--- src/core/urs_pkg.sv ---
// Shared constants and types of the receive status flag block.
// Assumes a 32-bit Avalon-MM register bus and a receiver on the same clock.
package urs_pkg;

   // ---------------------------------------------------------------
   // Register map (byte addresses, one 32-bit word each)
   // ---------------------------------------------------------------
   localparam logic [4:0] URS_OFS_STATUS     = 5'h00;
   localparam logic [4:0] URS_OFS_FIFO_CTRL  = 5'h04;
   localparam logic [4:0] URS_OFS_FILL_COUNT = 5'h08;
   localparam logic [4:0] URS_OFS_RX_PORT    = 5'h0C;
   localparam logic [4:0] URS_OFS_IRQ_STATUS = 5'h10;
   localparam logic [4:0] URS_OFS_IRQ_MASK   = 5'h14;

   // ---------------------------------------------------------------
   // Field positions
   // ---------------------------------------------------------------
   // Status word
   localparam int URS_BIT_IDLE   = 0;
   localparam int URS_BIT_THRESH = 1;
   localparam int URS_BIT_PARITY = 2;
   // Fifo control word: two trigger select bits
   localparam int URS_BIT_TRG_LO = 6;
   localparam int URS_BIT_TRG_HI = 7;
   // Fill count word: receive count in the low byte
   localparam int URS_FILL_LSB   = 0;
   localparam int URS_FILL_W     = 8;

   // ---------------------------------------------------------------
   // Sizes, reset values and timing
   // ---------------------------------------------------------------
   localparam int          URS_FIFO_DEPTH  = 16;
   localparam int          URS_CNT_W       = 5;
   localparam int          URS_EVT_W       = 3;
   localparam logic [3:0]  URS_IDLE_ETU    = 4'hF;
   localparam logic [1:0]  URS_TRG_RESET   = 2'h0;
   localparam logic [2:0]  URS_EVT_RESET   = 3'h0;
   localparam logic [31:0] URS_WORD_ZERO   = 32'h0000_0000;

   // Trigger numbers picked by the two select bits
   localparam logic [URS_CNT_W-1:0] URS_TRG_NUM0 = 5'h01;
   localparam logic [URS_CNT_W-1:0] URS_TRG_NUM1 = 5'h04;
   localparam logic [URS_CNT_W-1:0] URS_TRG_NUM2 = 5'h08;
   localparam logic [URS_CNT_W-1:0] URS_TRG_NUM3 = 5'h0E;

   // ---------------------------------------------------------------
   // Types
   // ---------------------------------------------------------------
   // What the receiver and its fifo show this block
   typedef struct packed {
      logic                 async_mode;
      logic                 etu_tick;
      logic                 char_start;
      logic                 stop_end;
      logic                 head_parity_err;
      logic [7:0]           head_data;
      logic [URS_CNT_W-1:0] fill_count;
   } urs_rx_obs_type;

   typedef enum logic [1:0] {
      URS_BUS_IDLE,
      URS_BUS_ANSWER
   } urs_bus_state_type;

endpackage

--- src/core/urs_idle_timer.sv ---
// Counts elementary time units after a stop bit and flags an idle line.
// Assumes one etu_tick pulse per bit period from the receiver's timing.
`timescale 1ns/1ps
module urs_idle_timer
   import urs_pkg::*;
(
   input  wire logic mclk,
   input  wire logic srst,
   input  wire logic stop_end,
   input  wire logic char_start,
   input  wire logic etu_tick,
   output logic      expired
);

   logic [3:0] etu_q;
   logic       run_q;

   // ---------------------------------------------------------------
   // Unit counter
   // ---------------------------------------------------------------
   // A new start bit cancels the wait; a stop bit restarts it
   always_ff @(posedge mclk) begin
      if (srst) begin
         run_q <= 1'b0;
         etu_q <= 4'h0;
      end else if (char_start) begin
         run_q <= 1'b0;
         etu_q <= 4'h0;
      end else if (stop_end) begin
         run_q <= 1'b1;
         etu_q <= 4'h0;
      end else if (run_q && etu_tick) begin
         etu_q <= etu_q + 4'h1;
         if (etu_q + 4'h1 == URS_IDLE_ETU) begin
            run_q <= 1'b0;
         end
      end
   end

   // One pulse per silent gap
   always_comb begin
      expired = run_q && etu_tick && !char_start && !stop_end
                && (etu_q + 4'h1 == URS_IDLE_ETU);
   end

endmodule

--- src/core/urs_clear_flag.sv ---
// One hardware-set flag cleared by read-one, write-zero, then a condition.
// Assumes one-cycle read and write pulses from the register slave.
`timescale 1ns/1ps
module urs_clear_flag (
   input  wire logic mclk,
   input  wire logic srst,
   input  wire logic set_cond,
   input  wire logic read_seen,
   input  wire logic write_zero,
   input  wire logic clear_cond,
   output logic      flag_q
);

   logic seen_q;
   logic armed_q;

   // ---------------------------------------------------------------
   // Clear sequence
   // ---------------------------------------------------------------
   always_ff @(posedge mclk) begin
      if (srst) begin
         seen_q  <= 1'b0;
         armed_q <= 1'b0;
      end else if (!flag_q) begin
         seen_q  <= 1'b0;
         armed_q <= 1'b0;
      end else begin
         if (read_seen) begin
            seen_q <= 1'b1;
         end
         // Writing one leaves both flag and sequence alone
         if (write_zero && seen_q) begin
            armed_q <= 1'b1;
         end
      end
   end

   // ---------------------------------------------------------------
   // Flag
   // ---------------------------------------------------------------
   // Set wins over a clear that lands in the same cycle
   always_ff @(posedge mclk) begin
      if (srst) begin
         flag_q <= 1'b0;
      end else if (set_cond) begin
         flag_q <= 1'b1;
      end else if (armed_q && clear_cond) begin
         flag_q <= 1'b0;
      end
   end

endmodule

--- src/core/urs_rx_status.sv ---
// Receive status flags: parity of the fifo head, threshold and idle.
// Assumes the fifo storage and the receiver sit outside on mclk and
// pop one entry per rx_pop pulse.
`timescale 1ns/1ps

// What this block does
// - Async mode: parity flag follows head entry error
// - Parity flag drops when head entry clean
// - Reset clears parity, threshold and idle flags
// - Threshold flag sets when count exceeds trigger
// - Threshold clears: read one, write zero, drain
// - Fifo holds sixteen; over-read returns undefined
// - Fill count register low byte shows count
// - Async: idle after fifteen units, below trigger
// - Clock-synchronous mode never sets idle flag
// - Idle clears: read one, write zero, empty
// - Only zero writes clear status flags; one is ignored
module urs_rx_status
   import urs_pkg::*;
(
   input  wire logic           mclk,
   input  wire logic           srst,
   // Avalon-MM slave
   input  wire logic [4:0]     address,
   input  wire logic           read,
   input  wire logic           write,
   input  wire logic [3:0]     byteenable,
   input  wire logic [31:0]    writedata,
   output logic      [31:0]    readdata,
   output logic                waitrequest,
   // Receiver and fifo observation
   input  wire urs_rx_obs_type rx_obs,
   output logic                rx_pop,
   // Flags and interrupt
   output logic                parity_error_flag,
   output logic                rx_threshold_flag,
   output logic                rx_idle_timeout_flag,
   output logic                irq
);

   // ---------------------------------------------------------------
   // Declarations
   // ---------------------------------------------------------------
   urs_bus_state_type     bus_q;
   logic [31:0]           rdata_q;
   logic [1:0]            trg_sel_q;
   logic                  parity_q;
   logic                  thresh_flag;
   logic                  idle_flag;
   logic [URS_EVT_W-1:0]  evt_q;
   logic [URS_EVT_W-1:0]  evt_d;
   logic [URS_EVT_W-1:0]  mask_q;
   logic [URS_EVT_W-1:0]  flags_now;
   logic [URS_EVT_W-1:0]  flags_prev_q;
   logic [URS_CNT_W-1:0]  trig_num;
   logic [URS_CNT_W-1:0]  fill;
   logic                  req;
   logic                  acc_rd;
   logic                  acc_wr;
   logic                  wr_lo;
   logic                  status_rd;
   logic                  status_wr;
   logic                  thresh_set;
   logic                  thresh_clr;
   logic                  idle_set;
   logic                  idle_clr;
   logic                  idle_expired;

   // ---------------------------------------------------------------
   // Helpers
   // ---------------------------------------------------------------
   function automatic logic [URS_CNT_W-1:0] trig_lookup(
      input logic [1:0] sel
   );
      logic [URS_CNT_W-1:0] n;
      n = URS_TRG_NUM0;
      case (sel)
         2'h0: n = URS_TRG_NUM0;
         2'h1: n = URS_TRG_NUM1;
         2'h2: n = URS_TRG_NUM2;
         2'h3: n = URS_TRG_NUM3;
         default: n = URS_TRG_NUM0;
      endcase
      return n;
   endfunction

   function automatic logic hit(
      input logic [4:0] addr,
      input logic [4:0] ofs
   );
      return addr == ofs;
   endfunction

   // ---------------------------------------------------------------
   // Bus handshake
   // ---------------------------------------------------------------
   // Every access waits one cycle, so read data are always registered
   // and side effects happen exactly once, at the accepting edge.
   assign req         = read || write;
   assign waitrequest = req && (bus_q != URS_BUS_ANSWER);
   assign acc_rd      = read && (bus_q == URS_BUS_ANSWER);
   assign acc_wr      = write && (bus_q == URS_BUS_ANSWER);
   assign wr_lo       = acc_wr && byteenable[0];
   assign readdata    = rdata_q;

   always_ff @(posedge mclk) begin
      if (srst) begin
         bus_q <= URS_BUS_IDLE;
      end else begin
         case (bus_q)
            URS_BUS_IDLE: begin
               if (req) begin
                  bus_q <= URS_BUS_ANSWER;
               end
            end
            URS_BUS_ANSWER: begin
               bus_q <= URS_BUS_IDLE;
            end
            default: begin
               bus_q <= URS_BUS_IDLE;
            end
         endcase
      end
   end

   // ---------------------------------------------------------------
   // Read data
   // ---------------------------------------------------------------
   // Captured in the wait cycle; unmapped addresses read as zero.
   always_ff @(posedge mclk) begin
      if (srst) begin
         rdata_q <= URS_WORD_ZERO;
      end else if (read && bus_q == URS_BUS_IDLE) begin
         rdata_q <= URS_WORD_ZERO;
         if (hit(address, URS_OFS_STATUS)) begin
            rdata_q[URS_BIT_PARITY] <= parity_q;
            rdata_q[URS_BIT_THRESH] <= thresh_flag;
            rdata_q[URS_BIT_IDLE]   <= idle_flag;
         end else if (hit(address, URS_OFS_FIFO_CTRL)) begin
            rdata_q[URS_BIT_TRG_HI] <= trg_sel_q[1];
            rdata_q[URS_BIT_TRG_LO] <= trg_sel_q[0];
         end else if (hit(address, URS_OFS_FILL_COUNT)) begin
            rdata_q[URS_FILL_LSB +: URS_FILL_W] <=
               URS_FILL_W'(fill);
         end else if (hit(address, URS_OFS_RX_PORT)) begin
            // An empty fifo gives whatever the storage shows
            rdata_q[7:0] <= rx_obs.head_data;
         end else if (hit(address, URS_OFS_IRQ_STATUS)) begin
            rdata_q[URS_EVT_W-1:0] <= evt_q;
         end else if (hit(address, URS_OFS_IRQ_MASK)) begin
            rdata_q[URS_EVT_W-1:0] <= mask_q;
         end
      end
   end

   // ---------------------------------------------------------------
   // Fifo control and receive port
   // ---------------------------------------------------------------
   always_ff @(posedge mclk) begin
      if (srst) begin
         trg_sel_q <= URS_TRG_RESET;
      end else if (wr_lo && hit(address, URS_OFS_FIFO_CTRL)) begin
         trg_sel_q <= {writedata[URS_BIT_TRG_HI],
                       writedata[URS_BIT_TRG_LO]};
      end
   end

   assign trig_num = trig_lookup(trg_sel_q);
   assign fill     = rx_obs.fill_count;

   // Pop only on a real entry; reading past empty has no effect
   always_ff @(posedge mclk) begin
      if (srst) begin
         rx_pop <= 1'b0;
      end else begin
         rx_pop <= acc_rd && hit(address, URS_OFS_RX_PORT)
                   && (fill != '0);
      end
   end

   // ---------------------------------------------------------------
   // Parity of the head entry
   // ---------------------------------------------------------------
   // Read-only: it follows whichever entry would be read next.
   always_ff @(posedge mclk) begin
      if (srst) begin
         parity_q <= 1'b0;
      end else begin
         parity_q <= rx_obs.async_mode
                     && rx_obs.head_parity_err
                     && (fill != '0);
      end
   end

   // ---------------------------------------------------------------
   // Threshold flag
   // ---------------------------------------------------------------
   assign status_rd = acc_rd && hit(address, URS_OFS_STATUS);
   assign status_wr = wr_lo && hit(address, URS_OFS_STATUS);

   assign thresh_set = fill > trig_num;
   assign thresh_clr = fill < trig_num;

   urs_clear_flag u_thresh (
      .mclk       (mclk),
      .srst       (srst),
      .set_cond   (thresh_set),
      .read_seen  (status_rd && thresh_flag),
      .write_zero (status_wr && !writedata[URS_BIT_THRESH]),
      .clear_cond (thresh_clr),
      .flag_q     (thresh_flag)
   );

   // ---------------------------------------------------------------
   // Idle timeout flag
   // ---------------------------------------------------------------
   urs_idle_timer u_idle_timer (
      .mclk       (mclk),
      .srst       (srst),
      .stop_end   (rx_obs.stop_end),
      .char_start (rx_obs.char_start),
      .etu_tick   (rx_obs.etu_tick),
      .expired    (idle_expired)
   );

   // Raised only with data left over and below the trigger number
   assign idle_set = idle_expired
                     && rx_obs.async_mode
                     && (fill < trig_num)
                     && (fill != '0);
   assign idle_clr = fill == '0;

   urs_clear_flag u_idle (
      .mclk       (mclk),
      .srst       (srst),
      .set_cond   (idle_set),
      .read_seen  (status_rd && idle_flag),
      .write_zero (status_wr && !writedata[URS_BIT_IDLE]),
      .clear_cond (idle_clr),
      .flag_q     (idle_flag)
   );

   assign parity_error_flag    = parity_q;
   assign rx_threshold_flag    = thresh_flag;
   assign rx_idle_timeout_flag = idle_flag;

   // ---------------------------------------------------------------
   // Interrupt events
   // ---------------------------------------------------------------
   // Rising edges of the three flags are the events; a new event in
   // the clearing cycle survives the write-one clear.
   always_comb begin
      flags_now = '0;
      flags_now[URS_BIT_IDLE]   = idle_flag;
      flags_now[URS_BIT_THRESH] = thresh_flag;
      flags_now[URS_BIT_PARITY] = parity_q;
   end

   always_ff @(posedge mclk) begin
      if (srst) begin
         flags_prev_q <= URS_EVT_RESET;
      end else begin
         flags_prev_q <= flags_now;
      end
   end

   always_comb begin
      evt_d = evt_q;
      if (wr_lo && hit(address, URS_OFS_IRQ_STATUS)) begin
         evt_d = evt_q & ~writedata[URS_EVT_W-1:0];
      end
      evt_d = evt_d | (flags_now & ~flags_prev_q);
   end

   always_ff @(posedge mclk) begin
      if (srst) begin
         evt_q <= URS_EVT_RESET;
      end else begin
         evt_q <= evt_d;
      end
   end

   always_ff @(posedge mclk) begin
      if (srst) begin
         mask_q <= URS_EVT_RESET;
      end else if (wr_lo && hit(address, URS_OFS_IRQ_MASK)) begin
         mask_q <= writedata[URS_EVT_W-1:0];
      end
   end

   always_ff @(posedge mclk) begin
      if (srst) begin
         irq <= 1'b0;
      end else begin
         irq <= |(evt_d & mask_q);
      end
   end

endmodule

--- config.mk ---
export PLATFORM = sky130hd
export DESIGN_NAME = urs_rx_status
export DESIGN_NICKNAME = d
export VERILOG_FILES = /design/src/core/urs_pkg.sv /design/src/core/urs_idle_timer.sv /design/src/core/urs_clear_flag.sv /design/src/core/urs_rx_status.sv
export SDC_FILE = /design/constraint.sdc
export NUM_CORES = 1
export LEC_CHECK = 0
export BUFFER_PORTS_ARGS = -buffer_cell sky130_fd_sc_hd__buf_2
export CORE_MARGIN = 1
export CORE_UTILIZATION = 50
export CTS_BUF_LIST = sky130_fd_sc_hd__clkbuf_2
export DETAILED_ROUTE_END_ITERATION = 12
export PLACE_DENSITY = 0.88
export SLEW_MARGIN = 20
export SYNTH_ARGS = -nofsm -noshare
export SYNTH_HDL_FRONTEND = slang
export SYNTH_SLANG_ARGS = --single-unit
--- constraint.sdc ---
create_clock -name mclk -period 4.3 [get_ports mclk]
set_input_delay 1.29 -clock mclk [delete_from_list [all_inputs] [get_ports mclk]]
set_output_delay 1.29 -clock mclk [all_outputs]
set_load 0.02 [all_outputs]
==> impl_metrics.env <==
export IMPL_fill_cells=334
export IMPL_rrSetupSlack_ns=2.73
export IMPL_r2r_end="u_idle.flag_q"
export IMPL_stdcell_count=304
export IMPL_fin_crit_ns=3.06
export IMPL_grt_pass1_wl_mm=6.49
export IMPL_antenna_found_initial=0
export IMPL_finalSetupViolations=0
export IMPL_synthAdderAreaFrac_pct=4.02
export IMPL_worstPathMaxFanout=5
export IMPL_die_h_um=63.1
export IMPL_async_reset_ff_share_pct=0
export IMPL_post_route_period_util_pct=71.1
export IMPL_fin_skew_ns=0.0340
export IMPL_endpoint_kind="primary output"
export IMPL_htree_levels=2
export IMPL_die_area_um2=3980
export IMPL_cts_root_buf="clkbuf_2"
export IMPL_grt_total_usage_pct=20.7
export IMPL_rr_startpoint="trg_sel_q[0]"
export IMPL_io_pins=101
export IMPL_startpoint="read"
export IMPL_tns_ns=0
export IMPL_start_util_pct=53.9
export IMPL_leakage_nw=0.905
export IMPL_fin_total_pwr_w=0.000563
export IMPL_grt_pass1_vias=1433
export IMPL_placedCellCount=296
export IMPL_chipWidth_um=63.1
export IMPL_cts_tree="yes"
export IMPL_synth_top_family_by_area="simple AND/OR/NAND/NOR gates"
export IMPL_areaGrowthSynthToFinish_pct=10.7
export IMPL_maxSlewHeadroom_pct=56.9
export IMPL_core_area_um2=3470
export IMPL_startpoint_type="input port"
export IMPL_synth_top_flop_cell="dfxtp_1"
export IMPL_clockBufferDepth=2
export IMPL_worst_slew_pin_slew_ns=0.640
export IMPL_seq_area_frac_synth_pct=36.4
export IMPL_drt_iter0_markers=107
export IMPL_yosysWarnings=0
export IMPL_dp_hpwl_mm=2.98
export IMPL_synth_xor_area_share_pct=1.88
export IMPL_final_common_cell="buf_2"
export IMPL_totalWireLength_mm=3.87
export IMPL_wire_per_inst_um=12.7
export IMPL_firstDrtPassIters=4
export IMPL_syn_avg_cell_area_um2=8.77
export IMPL_path_clk_slew_ns=0.17
export IMPL_finalHoldViolations=0
export IMPL_synth_compound_area_share_pct=14.5
export IMPL_synth_edff_count=0
export IMPL_multi_input_area_um2=1030
export IMPL_netlist_area_um2=1870
export IMPL_yosys_area_share_simple_pct=23.7
export IMPL_vias=1616
export IMPL_fin_nets=326
export IMPL_antenna_cells=0
export IMPL_rsz0062_at_grt="false"
export IMPL_holdWs_ns=0.453
export IMPL_ff_latch_area_um2=681
export IMPL_drive_above_1_share_pct=23.6
export IMPL_maxCapViolCount=0
export IMPL_overflow=0
export IMPL_whs_path_depth=1
export IMPL_cp_endpoint="waitrequest"
export IMPL_holdCritPathClass="reg -> reg"
export IMPL_syn_inst=213
export IMPL_muxShareOfSynthArea_pct=6.03
export IMPL_holdBufCountCts=0
export IMPL_status="finished, final reports clean"
export IMPL_synth_cell_types=50
export IMPL_num_rows=21
export IMPL_viasPerCell=5.32
export IMPL_ff2ff_path_depth=6
export IMPL_postRouteAntennaNets=0
export IMPL_ir_worst_vdd_v=0.000201
export IMPL_numPortBuffers=46
export IMPL_drv_slew=0
export IMPL_clock_latency_ns=0.38
export IMPL_post_cts_setup_buffer_count=0
export IMPL_arrival_ns=1.77
export IMPL_drc=0
export IMPL_grt_max_degree=24
export IMPL_layout_common_cells="buf_2 (46), dfxtp_1 (34), conb_1 (24), nor2_1 (22), nor3_1 (11)"
export IMPL_max_freq_mhz=327
export IMPL_gp_congestion=0.824
export IMPL_path_class="in -> out"
export IMPL_cts_resized=0
export IMPL_numClockSinks=34
export IMPL_critPathRequiredTime_ns=3.01
export IMPL_power_density_nw_per_um2=272
export IMPL_ys_ff_latch=34
export IMPL_numCtsBuffers=5
critical path: stages:
cell	delay (ns)
buf_2	0.12
nor2_1	0.13
nor2_1	0.06
buf_2	0.16
worst min-delay path by stage:
stage,endpoint,slack (ns),startpoint
after floorplan,u_idle.flag_q,0.41,u_idle.armed_q
after global placement,u_idle.flag_q,0.41,u_idle.armed_q
after detailed placement,u_idle.flag_q,0.43,u_idle.armed_q
after CTS,u_idle.flag_q,0.46,u_idle.armed_q
after global routing,u_idle.flag_q,0.49,u_idle.armed_q
final,u_idle.flag_q,0.45,u_idle.armed_q
report_power, final:
| group | switching [W] | internal (W) |
|---|---|---|
| registers | 0.00000533 | 0.000322 |
| logic | 0.0000611 | 0.0000290 |
| clock network | 0.000105 | 0.0000400 |
synth_stat cells (2+ instances only):
master	instances	area share (%)
a21oi_1	9	2.4
a221oi_1	2	0.94
a22oi_1	2	0.80
a2bb2oi_1	3	1.4
a31oi_1	2	0.67
and2_1	2	0.67
and3_1	4	1.3
buf_1	2	0.40
buf_2	2	0.54
buf_4	24	9.6
clkbuf_1	4	0.80
dfxtp_1	34	36
ha_1	6	4.0
inv_1	9	1.8
mux2_2	2	1.2
mux2i_1	9	4.8
nand2_1	7	1.4
nand2b_1	2	0.67
nand3_1	2	0.54
nand4_1	5	1.7
nor2_1	22	4.4
nor2b_1	7	2.3
nor3_1	11	2.9
nor4_1	3	1.0
o21a_1	3	1.2
o21ai_0	8	2.1
or3_1	2	0.67
xor2_1	3	1.4
layer usage:
layer	part of all wire, %	vias to the layer above	global-route usage (%)	wire, µm
met2	44	60	31.9	1720
met1	48	750	28.1	1870
met5	0	-	0	0
li1	-	799	-	-
met4	1.4	0	7.85	56
met3	6.0	7	4.35	232
per-stage QoR:
stage / cell area [µm²] / worst slack, ns / utilization, %
floorplan: 1950 / 1.40 / -
global placement: 2030 / 1.27 / 58.5
detailed placement: 2030 / 1.26 / 58.5
CTS: 2070 / 1.25 / 59.6
global route: 2070 / 1.22 / 59.6
finish: 2070 / 1.24 / 59.6
cell families after synthesis:
kind of cell | Yosys count
simple gates | 76
buf+inv | 41
flops | 34
compound gates | 40
mux | 11
fa+ha+maj | 6
xor+xnor | 4
other cells | 1
sequential cells by signal (all words and copies together), names as in the netlist:
register / count
irq: 1
u_idle.flag_q: 1
readdata: 8
u_idle.seen_q: 1
rx_pop: 1
mask_q: 3
u_idle.armed_q: 1
u_thresh.flag_q: 1
u_thresh.seen_q: 1
flags_prev_q: 3
trg_sel_q: 2
parity_error_flag: 1
evt_q: 3
u_idle_timer.etu_q: 4
u_idle_timer.run_q: 1
bus_q: 1
u_thresh.armed_q: 1
final cells by class:
cell class                      instances  area share [%]
Inverter                                9            1.63
Timing Repair Buffer                   46            11.1
Clock inverter                          2           0.423
Multi-Input combinational cell        161            49.7
Clock buffer                            6            1.45
Sequential cell                        34            32.9
Tap cell                               46            2.78
Power figures use the tool's default switching activity.
